File: src/verilog/scsq_pkg.sv
// scsq_pkg: constants, types and register map of the scsi sequence control block
// assumes a single 200 MHz core clock and an avalon-mm register port
// ============================================================
package scsq_pkg;

  // ============================================================
  // register map (byte addresses)
  localparam logic [4:0] SCSQ_OFF_SEQ    = 5'h00;
  localparam logic [4:0] SCSQ_OFF_STAT0  = 5'h04;
  localparam logic [4:0] SCSQ_OFF_STAT1  = 5'h08;
  localparam logic [4:0] SCSQ_OFF_IDPAIR = 5'h0c;
  localparam logic [4:0] SCSQ_OFF_MASK   = 5'h10;
  localparam logic [4:0] SCSQ_OFF_XFER1  = 5'h14;
  localparam logic [4:0] SCSQ_OFF_CLR1   = 5'h18;

  // ============================================================
  // field positions
  localparam int SEQ_ROLE_SEL   = 7; // outgoing_role_select
  localparam int SEQ_SEL_OUT    = 6; // outgoing_selection_enable
  localparam int SEQ_SEL_IN     = 5; // incoming_selection_enable
  localparam int SEQ_RESEL_IN   = 4; // incoming_reselection_enable
  localparam int SEQ_ATN_SEL    = 3; // auto_attention_on_selection
  localparam int SEQ_ATN_RESEL  = 2; // auto_attention_on_reselection
  localparam int SEQ_ATN_PAR    = 1; // auto_attention_on_parity
  localparam int SEQ_RST_OUT    = 0; // bus_reset_out
  localparam int ST0_IN_PROG    = 4;
  localparam int ST0_SEL_IN     = 5;
  localparam int ST0_SEL_DONE   = 6;
  localparam int ST0_TARGET     = 7;
  localparam int ST1_ATN        = 0;
  localparam int ST1_TIMEOUT    = 7;
  localparam int XF1_HW_TMO_EN  = 2;
  localparam int XF1_PAR_CHK_EN = 5;
  localparam int CLR1_SEL_IN    = 5;
  localparam int CLR1_ATN       = 6;
  localparam int CLR1_TIMEOUT   = 7;

  // ============================================================
  // reset values and timing
  localparam logic [7:0]  SCSQ_SEQ_RST      = 8'h00;
  localparam logic [15:0] SCSQ_MASK_RST     = 16'h0000;
  localparam int          SCSQ_CLK_MHZ      = 200;
  localparam int          SCSQ_SEL_TMO_US   = 250;
  localparam int          SCSQ_SEL_TMO_CYC  = SCSQ_SEL_TMO_US * SCSQ_CLK_MHZ;

  // ============================================================
  // types
  typedef enum logic [2:0] {
    SQ_IDLE, SQ_WAIT_FREE, SQ_SEL_WAIT, SQ_SEL_DONE, SQ_SEL_TMO, SQ_RESPOND
  } scsq_fsm_t;

  typedef struct packed {
    logic        bsy;
    logic        sel;
    logic        rst;
    logic        io;
    logic        req;
    logic [15:0] data;
    logic [1:0]  par;
  } scsq_pins_t;

  typedef struct packed {
    logic [7:0]  seq;
    logic [7:0]  id_pair;
    logic [15:0] mask;
    logic [7:0]  xfer1;
    logic        in_prog;
    logic        sel_done;
    logic        sel_tmo;
    logic        sel_in;
    logic        target;
    logic        atn;
    scsq_fsm_t   fsm;
    logic [31:0] tmo_cnt;
    scsq_pins_t  pin_m;
    scsq_pins_t  pin_s;
    logic        req_prev;
    logic        wait_n;
    logic [31:0] rdata;
    logic        bsy_oe;
    logic        sel_oe;
    logic        io_oe;
    logic        data_oe;
    logic [15:0] data_out;
  } scsq_state_t;

endpackage

File: src/verilog/scsq_seq_ctrl.sv
// scsq_seq_ctrl: scsi sequence control register and its selection hardware
// assumes bus pins are asynchronous and a sequencer drives the avalon port
//
// The Avalon-MM slave port was chosen for this implementation.
`timescale 1ns/1ps
`default_nettype none

module scsq_seq_ctrl
  import scsq_pkg::*;
#(
  parameter int SEL_TMO_CYC = SCSQ_SEL_TMO_CYC
) (
  // clock and reset
  input  wire logic        ref_clk_i,
  input  wire logic        rst_i,
  // avalon-mm slave
  input  wire logic [4:0]  avs_address_i,
  input  wire logic        avs_read_i,
  input  wire logic        avs_write_i,
  input  wire logic [31:0] avs_writedata_i,
  input  wire logic [3:0]  avs_byteenable_i,
  output logic      [31:0] avs_readdata_o,
  output logic             avs_waitrequest_o,
  // scsi bus inputs (asynchronous)
  input  wire logic        scsi_bsy_i,
  input  wire logic        scsi_sel_i,
  input  wire logic        scsi_rst_i,
  input  wire logic        scsi_io_i,
  input  wire logic        scsi_req_i,
  input  wire logic [15:0] scsi_data_i,
  input  wire logic [1:0]  scsi_par_i,
  // scsi bus drivers, enable high drives the line asserted
  output logic             scsi_bsy_oe_o,
  output logic             scsi_sel_oe_o,
  output logic             scsi_atn_oe_o,
  output logic             scsi_rst_oe_o,
  output logic             scsi_io_oe_o,
  output logic      [15:0] scsi_data_o,
  output logic             scsi_data_oe_o
);

  scsq_state_t s_q;
  scsq_state_t s_d;

  // ============================================================
  // decoded bus conditions
  logic        acc;
  logic        wr_seq;
  logic        wr_clr;
  logic [15:0] own_bit;
  logic [15:0] peer_bit;
  logic        bus_free;
  logic        bus_rst;
  logic        sel_match;
  logic        sel_evt;
  logic        resel_evt;
  logic        par_evt;
  logic        atn_set;
  logic        atn_clr;

  assign acc       = (avs_read_i || avs_write_i) && !s_q.wait_n;
  assign wr_seq    = avs_write_i && s_q.wait_n && avs_address_i == SCSQ_OFF_SEQ
                     && avs_byteenable_i[0];
  assign wr_clr    = avs_write_i && s_q.wait_n && avs_address_i == SCSQ_OFF_CLR1
                     && avs_byteenable_i[0];
  assign own_bit   = 16'h0001 << s_q.id_pair[3:0];
  assign peer_bit  = 16'h0001 << s_q.id_pair[7:4];
  assign bus_free  = !s_q.pin_s.bsy && !s_q.pin_s.sel;
  assign bus_rst   = s_q.pin_s.rst;
  assign sel_match = |(s_q.pin_s.data & (own_bit | s_q.mask));
  // outgoing enable has priority in idle, so no response is taken then
  assign sel_evt   = s_q.fsm == SQ_IDLE && !s_q.seq[SEQ_SEL_OUT] && s_q.seq[SEQ_SEL_IN]
                     && s_q.pin_s.sel && !s_q.pin_s.bsy && !s_q.pin_s.io && sel_match;
  assign resel_evt = s_q.fsm == SQ_IDLE && !s_q.seq[SEQ_SEL_OUT] && s_q.seq[SEQ_RESEL_IN]
                     && s_q.pin_s.sel && !s_q.pin_s.bsy && s_q.pin_s.io
                     && |(s_q.pin_s.data & own_bit);
  assign par_evt   = s_q.seq[SEQ_ATN_PAR] && s_q.xfer1[XF1_PAR_CHK_EN] && !s_q.target
                     && s_q.pin_s.io && s_q.pin_s.req && !s_q.req_prev
                     && (!(^{s_q.pin_s.data[7:0], s_q.pin_s.par[0]})
                         || !(^{s_q.pin_s.data[15:8], s_q.pin_s.par[1]}));
  assign atn_set   = par_evt
                     || (resel_evt && s_q.seq[SEQ_ATN_RESEL])
                     || (s_q.fsm == SQ_WAIT_FREE && bus_free && !bus_rst
                         && !s_q.seq[SEQ_ROLE_SEL] && s_q.seq[SEQ_ATN_SEL]);
  // attention clear sources
  // own selection start looks free until the synced lines catch up
  assign atn_clr   = (wr_clr && avs_writedata_i[CLR1_ATN])
                     || (bus_free && s_q.fsm != SQ_WAIT_FREE && s_q.fsm != SQ_SEL_WAIT);

  // ============================================================
  // next state
  always_comb begin
    s_d = s_q;

    // two-stage pin synchroniser
    s_d.pin_m    = '{bsy: scsi_bsy_i, sel: scsi_sel_i, rst: scsi_rst_i, io: scsi_io_i,
                     req: scsi_req_i, data: scsi_data_i, par: scsi_par_i};
    s_d.pin_s    = s_q.pin_m;
    s_d.req_prev = s_q.pin_s.req;

    // avalon: one wait cycle, then accept
    s_d.wait_n = acc;
    s_d.rdata  = 32'h0000_0000;
    if (acc) begin
      unique case (avs_address_i)
        SCSQ_OFF_SEQ:    s_d.rdata[7:0]  = s_q.seq;
        SCSQ_OFF_STAT0:  s_d.rdata[7:0]  = {s_q.target, s_q.sel_done, s_q.sel_in,
                                            s_q.in_prog, 4'h0};
        SCSQ_OFF_STAT1:  s_d.rdata[7:0]  = {s_q.sel_tmo, 6'h00, s_q.atn};
        SCSQ_OFF_IDPAIR: s_d.rdata[7:0]  = s_q.id_pair;
        SCSQ_OFF_MASK:   s_d.rdata[15:0] = s_q.mask;
        SCSQ_OFF_XFER1:  s_d.rdata[7:0]  = s_q.xfer1;
        default:         s_d.rdata       = 32'h0000_0000;
      endcase
    end
    if (avs_write_i && s_q.wait_n) begin
      unique case (avs_address_i)
        SCSQ_OFF_IDPAIR: if (avs_byteenable_i[0]) s_d.id_pair = avs_writedata_i[7:0];
        SCSQ_OFF_XFER1:  if (avs_byteenable_i[0]) s_d.xfer1 = avs_writedata_i[7:0];
        SCSQ_OFF_MASK: begin
          if (avs_byteenable_i[0]) s_d.mask[7:0] = avs_writedata_i[7:0];
          if (avs_byteenable_i[1]) s_d.mask[15:8] = avs_writedata_i[15:8];
        end
        default: ;
      endcase
    end

    // control written by the sequencer; bus reset clears all bits but bus_reset_out
    if (wr_seq)
      s_d.seq = avs_writedata_i[7:0];
    if (bus_rst)
      s_d.seq[7:1] = 7'h00;

    // clear bits first, hardware sets below win
    if (wr_clr && avs_writedata_i[CLR1_SEL_IN])
      s_d.sel_in = 1'h0;
    if (wr_clr && avs_writedata_i[CLR1_TIMEOUT])
      s_d.sel_tmo = 1'h0;
    if (atn_clr)
      s_d.atn = 1'h0;
    if (atn_set)
      s_d.atn = 1'h1;

    s_d.tmo_cnt = 32'h0000_0000;
    unique case (s_q.fsm)
      SQ_IDLE: begin
        s_d.in_prog  = 1'h0;
        s_d.sel_done = 1'h0;
        if (s_q.seq[SEQ_SEL_OUT] && !bus_rst) begin
          s_d.fsm = SQ_WAIT_FREE;
        end else if (sel_evt) begin
          s_d.sel_in = 1'h1;
          s_d.target = 1'h1;
          s_d.bsy_oe = 1'h1;
          s_d.fsm    = SQ_RESPOND;
        end else if (resel_evt) begin
          s_d.sel_in = 1'h1;
          s_d.target = 1'h0;
          s_d.bsy_oe = 1'h1;
          s_d.fsm    = SQ_RESPOND;
        end
      end
      SQ_WAIT_FREE: begin
        if (!s_q.seq[SEQ_SEL_OUT]) begin
          s_d.fsm = SQ_IDLE;
        end else if (bus_free) begin
          s_d.sel_oe   = 1'h1;
          s_d.io_oe    = s_q.seq[SEQ_ROLE_SEL];
          s_d.data_out = own_bit | peer_bit;
          s_d.data_oe  = 1'h1;
          s_d.target   = s_q.seq[SEQ_ROLE_SEL];
          s_d.in_prog  = 1'h1;
          s_d.fsm      = SQ_SEL_WAIT;
        end
      end
      SQ_SEL_WAIT: begin
        s_d.tmo_cnt = s_q.tmo_cnt + 32'h0000_0001;
        if (s_q.pin_s.bsy) begin
          s_d.in_prog  = 1'h0;
          s_d.sel_done = 1'h1;
          s_d.sel_oe   = 1'h0;
          s_d.data_oe  = 1'h0;
          s_d.bsy_oe   = s_q.seq[SEQ_ROLE_SEL];
          s_d.fsm      = SQ_SEL_DONE;
        end else if (s_q.xfer1[XF1_HW_TMO_EN] && s_q.tmo_cnt >= 32'(SEL_TMO_CYC - 1)) begin
          s_d.in_prog = 1'h0;
          s_d.sel_tmo = 1'h1;
          s_d.sel_oe  = 1'h0;
          s_d.io_oe   = 1'h0;
          s_d.data_oe = 1'h0;
          s_d.fsm     = SQ_SEL_TMO;
        end
      end
      SQ_SEL_DONE, SQ_SEL_TMO: begin
        // held until the sequencer clears the enable
        if (!s_q.seq[SEQ_SEL_OUT]) begin
          s_d.bsy_oe = 1'h0;
          s_d.io_oe  = 1'h0;
          s_d.fsm    = SQ_IDLE;
        end
      end
      SQ_RESPOND: begin
        if (!s_q.sel_in)
          s_d.bsy_oe = 1'h0;
        if (!s_q.sel_in && !s_q.pin_s.sel)
          s_d.fsm = SQ_IDLE;
      end
    endcase

    // bus reset releases bsy, sel, io and data, but not attention or our own reset
    if (bus_rst) begin
      s_d.fsm     = SQ_IDLE;
      s_d.in_prog = 1'h0;
      s_d.bsy_oe  = 1'h0;
      s_d.sel_oe  = 1'h0;
      s_d.io_oe   = 1'h0;
      s_d.data_oe = 1'h0;
    end

    if (rst_i) begin
      s_d          = '0;
      s_d.seq      = SCSQ_SEQ_RST;
      s_d.mask     = SCSQ_MASK_RST;
      s_d.fsm      = SQ_IDLE;
    end
  end

  always_ff @(posedge ref_clk_i) begin
    s_q <= s_d;
  end

  // ============================================================
  // outputs
  assign avs_readdata_o    = s_q.rdata;
  assign avs_waitrequest_o = !s_q.wait_n;
  assign scsi_bsy_oe_o     = s_q.bsy_oe;
  assign scsi_sel_oe_o     = s_q.sel_oe;
  assign scsi_atn_oe_o     = s_q.atn;
  assign scsi_rst_oe_o     = s_q.seq[SEQ_RST_OUT];
  assign scsi_io_oe_o      = s_q.io_oe;
  assign scsi_data_o       = s_q.data_out;
  assign scsi_data_oe_o    = s_q.data_oe;
endmodule // scsq_seq_ctrl

`default_nettype wire

File: config.mk
export PLATFORM = sky130hd
export DESIGN_NAME = scsq_seq_ctrl
export DESIGN_NICKNAME = d
export VERILOG_FILES = /design/src/verilog/scsq_pkg.sv /design/src/verilog/scsq_seq_ctrl.sv
export SDC_FILE = /design/constraint.sdc
export NUM_CORES = 1
export LEC_CHECK = 0
export ABC_AREA = 0
export BUFFER_PORTS_ARGS = -buffer_cell sky130_fd_sc_hd__buf_2
export CORE_MARGIN = 2
export CORE_UTILIZATION = 51
export DETAILED_ROUTE_END_ITERATION = 8
export PLACE_DENSITY = 0.76
export SLEW_MARGIN = 20
export SYNTH_ARGS = -nofsm -noshare
export SYNTH_HDL_FRONTEND = slang
export SYNTH_SLANG_ARGS = --single-unit
File: constraint.sdc
create_clock -name ref_clk_i -period 2.1 [get_ports ref_clk_i]
set_input_delay 0.105 -clock ref_clk_i [delete_from_list [all_inputs] [get_ports ref_clk_i]]
set_output_delay 0.105 -clock ref_clk_i [all_outputs]
set_load 0.02 [all_outputs]
==> results of run 1 <==
-- metal layers --
metal	wire length, um	part of all wire (%)
met1	7457	44
met2	8043	47
met3	1050	6.1
met4	540	3.2
met5	0	0
-- power groups by stage --
| stage | sequential, mW | combinational, mW | clock [mW] |
|---|---|---|---|
| finish | 3.21 | 0.627 | 3.29 |
| global route | 3.22 | 0.677 | 3.46 |
| CTS | 3.21 | 0.603 | 3.33 |
| detailed placement | 3.28 | 0.542 | 0 |
| global placement | 3.28 | 0.541 | 0 |
| floorplan | 3.28 | 0.383 | 0 |
-- cell families after synthesis --
kind of cell / after synthesis
adders and majority gates: 1
and+or+nand+nor: 317
buffers and inverters: 102
muxes: 43
DFF: 164
other: 1
xor gates and xnor gates: 43
AOI/OAI and AO/OA: 127
-- worst max-delay path, delay by kind of cell, from the launching register on --
kind,cells,cell delay [ns]
and+or+nand+nor,2,0.56
buffers and inverters,1,0.16
DFF,1,0.34
AOI/OAI and AO/OA,3,0.56
muxes,1,0.49
-- cell usage in the layout (no fill, tap or decap), drive strengths merged, types with 2 or more instances in the layout --
cell type and n:
dfxtp 164, buf 128, nor2 103, nor2b 61, nand2 41, dlygate4sd3 38, mux2i 36, nand3 29
a21oi 27, xnor2 24, o21ai 23, a22oi 20, xor2 19, inv 19, a211oi 18, clkbuf 18
conb 16, nor3 15, nand4 13, and2 11, a32oi 9, and3 8, nor4 8, nand2b 6
or3 6, a22o 5, o31ai 5, and4 4, mux4 4, or2 4, a31oi 4, mux2 3
o21a 3, bufinv 3, a221oi 3, clkinv 3, nor4b 3, a311oi 2, nand3b 2
-- worst max path at each step --
stage,start,endpoint
global route,s_q[168],s_q[136]
floorplan,s_q[168],s_q[136]
CTS,s_q[168],s_q[136]
detailed placement,s_q[168],scsi_atn_oe_o
finish,s_q[168],s_q[136]
global placement,s_q[168],scsi_atn_oe_o
-- repair_timing --
action                                 in CTS  in global routing
setup endpoints to repair                   6                  7
setup buffers                               1                  3
gates resized for setup                     3                  7
hold buffers                               38                  0
endpoints found under the hold margin      44                  0
pin swaps                                   1                  4
-- flip-flops by register name (all words and copies together) (netlist names) --
signal          cells
scsi_rst_oe_o       1
scsi_bsy_oe_o       1
scsi_sel_oe_o       1
s_q               126
scsi_atn_oe_o       1
scsi_data_o        16
scsi_io_oe_o        1
bus_rst             1
avs_readdata_o     16
-- cell type report --
type                       count  area, sq um  share of cell area (%)
multi-input combinational    547         3513                   39.77
tap                          180        225.2                   2.549
inverter                      11        41.29                  0.4674
clock inverter                14        187.7                   2.124
clock buffer                  18        439.2                   4.971
timing repair buffer         166         1144                   12.94
sequential                   164         3284                   37.18
-- stage by stage --
stage	area (sq um)	setup TNS [ns]	util, %
2_1_floorplan	7313	-0.01169	-
3_3_place_gp	7746	-0.2655	55.80
3_5_place_dp	7746	-0.4566	55.80
4_1_cts	8777	-0.1894	63.23
5_1_grt	8835	-0.5279	63.65
6_report	8835	-0.2114	63.65
==> results.cfg, run 1 <==
[outcome]
outcome = complete, but fails checks
violations = setup timing

[setup_path]
critPathMaxStageDelay_ns = 0.49
reg2reg_depth = 7
reg2reg_to = s_q[136]
cp.required_ns = 2.44
cp.arrival_ns = 2.54
crit_path_start_kind = flip-flop
slowest_stage = mux4_2
worstSetupPathType = flip-flop to flip-flop
timing.rr.start = s_q[168]
endpoint_kind = flip-flop
crit_fanout = 6
rrSetupSlack_ns = -0.10
path_cells = mux4_2 -> and3_4 -> a221oi_4 -> buf_6 -> a31oi_4 -> or3_1 -> a221oi_2

[routing]
wire_per_inst_um = 15.54
drt_wl_total_mm = 17.09
dr.pass1.iters = 5
drc = 0
routed_via_density = 5.413
drtIter0Drc = 509
num_vias = 5954
drt.antenna.violating_nets = 0

[synthesis]
synth_edf_count = 0
synth_xor_area_share_pct = 5.203
synth_area_sq_um = 7238
async_reset_ff_share_pct = 0
synth_commonest_cells = 164 x dfxtp_1, 103 x nor2_1, 61 x nor2b_1
synthMuxAreaShare_pct = 6.690
synthTopCellsByArea = dfxtp_1 45%, nor2_1 5.3%, nor2b_1 5.3%
seq_area_frac_synth_pct = 45.36
synth_seq_cells = 164
yosysUniqueCellTypes = 57
ys_dominant_reg_cell = dfxtp_1
yosys.area.top_type = dfxtp_1
synth_fa_ha_area_share_pct = 0.1729
netlist.area_leader.share_pct = 45.36
synth_top_family_by_area = simple AND/OR/NAND/NOR gates
yosysWarnings = 0
syn_avg_cell_area_sq_um = 9.070
post-synth-top-count-cell = dfxtp_1
synth_compound_area_share_pct = 12.27
synth-simple-area-share_pct = 22.37
synth_cells = 798

[clock_tree]
clk_pin_slew_ns = 0.07
clk-insertion-delay-late_ns = 0.43
clockRootBuffer = clkbuf_16
clkSinkCount = 164
htree_levels = 4
cts_tree = yes
cts_max_path_buffers = 2
cts_buffers = 17

[global_route]
grt.total_usage_pct = 23.37
use_met1_pct = 30.12
use_met2_pct = 37.57
met3_usage_pct = 4.843
grt.busiest_layer = met2
antenna_found_initial = 0
grt_max_degree = 60
grt.overflow.total = 0
grt_pass1_vias = 5537
grt_pass1_wl_mm = 27.49

[timing]
fin_skew_ns = 0.01111
fin_crit_sh_pct = 104.8
timing.final.ws_setup_ns = -0.1012
hold_viol = 0
final_max_slew_viol_count = 0
slew_headroom_pct = 58.21
whs_ns = 0.02338
rsz0062_at_grt = true
setup_violations = 4
max_freq_mhz = 454.3
worst_pin_slew_ns = 0.6246
period_needed_ns = 2.201

[placement]
gp_congestion = 0.9352
dp_hpwl_mm = 11.69
io_buffers = 88
dpl_worst_slack_ns = -0.1095
dp_cells = 1026

[floorplan]
io_pins = 123
initial_core_util_pct = 52.15
core_area_sq_um = 13880
std_cell_rows = 43
die_h_um = 123.1
dieWidth_um = 123.1
die_area_sq_um = 15160

[power_and_ir_drop]
p_comb_share_pct = 8.8
p_sw_mw = 1.735
seqPwrFrac_pct = 45.1
p_leak_nw = 3.467
p_clk_share_pct = 46.1
internal-power_mw = 5.392
powerDensity_nw_per_um2 = 806.6
ir_worst_vdd_mv = 0.5405
totalPowerFinal_mw = 7.126
p_sw_share_pct = 24.34

[hold_path]
hp-class = input port to flip-flop
hp-start = avs_writedata_i[6]
worstHoldPathCells = 3
worst_hold_path.endpoint = s_q[171]

[final_layout]
final_nets = 976
fin_cells = 1100
drive_above_1_share_pct = 20.33
diodes = 0
area_delta_synth_final_pct = 22.06
fillers = 1116

[run]
maxCapViolCount = 0
Power figures use the tool's default switching activity.
==> inputs of run 2 (changes only) <==
Settings changed: ABC_AREA 0 to 1.
==> results.cfg, run 2 <==
[global_route]
met3_usage_pct = 4.843
grt.total_usage_pct = 22.89
grt_max_degree = 54
use_met1_pct = 31.47
grt.overflow.total = 0
use_met2_pct = 35.77
grt_pass1_vias = 6215
grt_pass1_wl_mm = 29.62
antenna_found_initial = 0
grt.busiest_layer = met2

[floorplan]
std_cell_rows = 44
die_area_sq_um = 15900
io_pins = 123
initial_core_util_pct = 52.32
core_area_sq_um = 14530
dieWidth_um = 126.1
die_h_um = 126.1

[hold_path]
worst_hold_path.endpoint = s_q[97]
hp-start = rst_i
hp-class = input port to flip-flop
worstHoldPathCells = 2

[synthesis]
synth_seq_cells = 164
seq_area_frac_synth_pct = 43.18
syn_avg_cell_area_sq_um = 7.200
netlist.area_leader.share_pct = 43.18
synth_area_sq_um = 7604
post-synth-top-count-cell = nor2_1
async_reset_ff_share_pct = 0
ys_dominant_reg_cell = dfxtp_1
synth_edf_count = 0
yosysUniqueCellTypes = 46
yosysWarnings = 0
synth_cells = 1056
synthTopCellsByArea = dfxtp_1 43%, nor2_1 8.5%, nand2_1 7.2%
yosys.area.top_type = dfxtp_1
synth_commonest_cells = 172 x nor2_1, 164 x dfxtp_1, 146 x nand2_1

[clock_tree]
clkSinkCount = 164
clockRootBuffer = clkbuf_16
cts_max_path_buffers = 2
clk-insertion-delay-late_ns = 0.42
cts_buffers = 17
clk_pin_slew_ns = 0.07
cts_tree = yes
htree_levels = 4

[final_layout]
fin_util_pct = 62.10
area_delta_synth_final_pct = 18.69
final_nets = 1231
diodes = 0
drive_above_1_share_pct = 16.43
layout_commonest_cell = nor2_1
fin_area_sq_um = 9025
fillers = 1320
layout_common_cells = 171 x nor2_1, 159 x dfxtp_1, 145 x nand2_1, 144 x inv_1, 88 x buf_2
largest_reg_flops = 126
top_register = s_q

[power_and_ir_drop]
ir_worst_vdd_mv = 0.5385
powerDensity_nw_per_um2 = 805.3
p_leak_nw = 3.981

[setup_path]
path_cells = ha_4 -> nand2_2 -> nor2_4 -> nand2_4 -> nor2_4 -> nand2_2 -> nor3_4 -> nand3_4 -> nor2_8 -> nand3_2 -> o21ai_2 -> nor2_1
crit_fanout = 7
critPathMaxStageDelay_ns = 0.37
reg2reg_to = s_q[130]
critical_path_buf_inv_count = 0
worstSetupPathDepth = 12
crit_path_start_kind = flip-flop
rrSetupSlack_ns = 0.15
worstSetupPathType = flip-flop to flip-flop
cp.required_ns = 2.42
timing.rr.start = s_q[100]
cp.arrival_ns = 2.27
reg2reg_depth = 12
endpoint_kind = flip-flop
critical-path-top-delay-family = simple AND/OR/NAND/NOR gates
slowest_stage = dfxtp_2

[placement]
io_buffers = 88
placed_area_sq_um = 8018
dp_hpwl_mm = 12.76
gp_congestion = 0.9439
dpl_worst_slack_ns = 0.1117

[run]
maxCapViolCount = 0

[routing]
drt_wl_total_mm = 18.03
drtIter0Drc = 603
routed_via_density = 5.150
num_vias = 6999
drc = 0
drt.antenna.violating_nets = 0
wire_per_inst_um = 13.27
dr.pass1.iters = 5

[timing]
setup_tns_ns = 0
final_max_slew_viol_count = 0
timing.final.ws_setup_ns = 0.1472
max_freq_mhz = 512.1
fin_skew_ns = 0.008905
whs_ns = 0.02356
worst_pin_slew_ns = 0.6792
setup_violations = 0
fin_crit_sh_pct = 92.99
slew_headroom_pct = 54.30
hold_viol = 0
period_needed_ns = 1.953

[outcome]
outcome = complete, no violations
run 2: worst register-to-register path, delay by kind of cell (launching register included):
kind / cells / cell delay [ns]
AND/OR/NAND/NOR: 10 / 1.17
flip-flops: 1 / 0.37
adder cells (fa/ha/maj): 1 / 0.15
AO/OA/AOI/OAI: 1 / 0.14
run 2: metrics by stage:
step	total power, mW	instances
detailed placement	4.194	1288
CTS	7.306	1355
floorplan	3.981	1071
global route	7.587	1359
global placement	4.182	1288
finish	7.268	1359
run 2: timing repair:
item,CTS,global route
gates resized for setup,0,13
endpoints found under the setup margin,0,12
setup buffers,0,4
hold endpoints to repair,38,0
hold buffers,35,0
run 2: kinds of logic after synthesis:
group	share of synthesized area, %
adders and majority gates	0.1645
other	0.04932
and+or+nand+nor	27.74
AOI/OAI and AO/OA	13.38
xor gates and xnor gates	1.497
buffers and inverters	13.99
DFF	43.18
run 2: final cells by class:
type	count	area [sq um]	share of cell area, %
well taps	184	230.2	2.551
inverters	154	578.1	6.405
repair buffers	150	993.5	11.01
clock buffers	18	439.2	4.866
flip-flops and latches	164	3289	36.45
clock inverters	14	150.1	1.664
multi-input cells	675	3344	37.06
run 2: power breakdown:
| part | switching, mW | leakage (nW) | internal, mW |
|---|---|---|---|
| combinational | 0.552 | 2.36 | 0.342 |
| sequential | 0.0823 | 1.34 | 3.21 |
| clock | 1.29 | 0.283 | 1.79 |
| total | 1.92 | 3.98 | 5.35 |
run 2: worst max-delay path by stage:
stage,from,endpoint,slack [ns]
6_report,s_q[100],s_q[130],0.15
5_1_grt,s_q[100],s_q[123],-0.005
4_1_cts,s_q[100],s_q[130],0.09
3_5_place_dp,s_q[100],s_q[130],0.11
3_3_place_gp,s_q[100],s_q[130],0.18
2_1_floorplan,s_q[100],s_q[130],0.27
run 2: per-layer routing:
metal | share of wire (%) | up-vias
met2 | 45 | 246
li1 | - | 3572
met1 | 47 | 3150
met3 | 6.4 | 31
met4 | 2.0 | 0
met5 | 0 | -
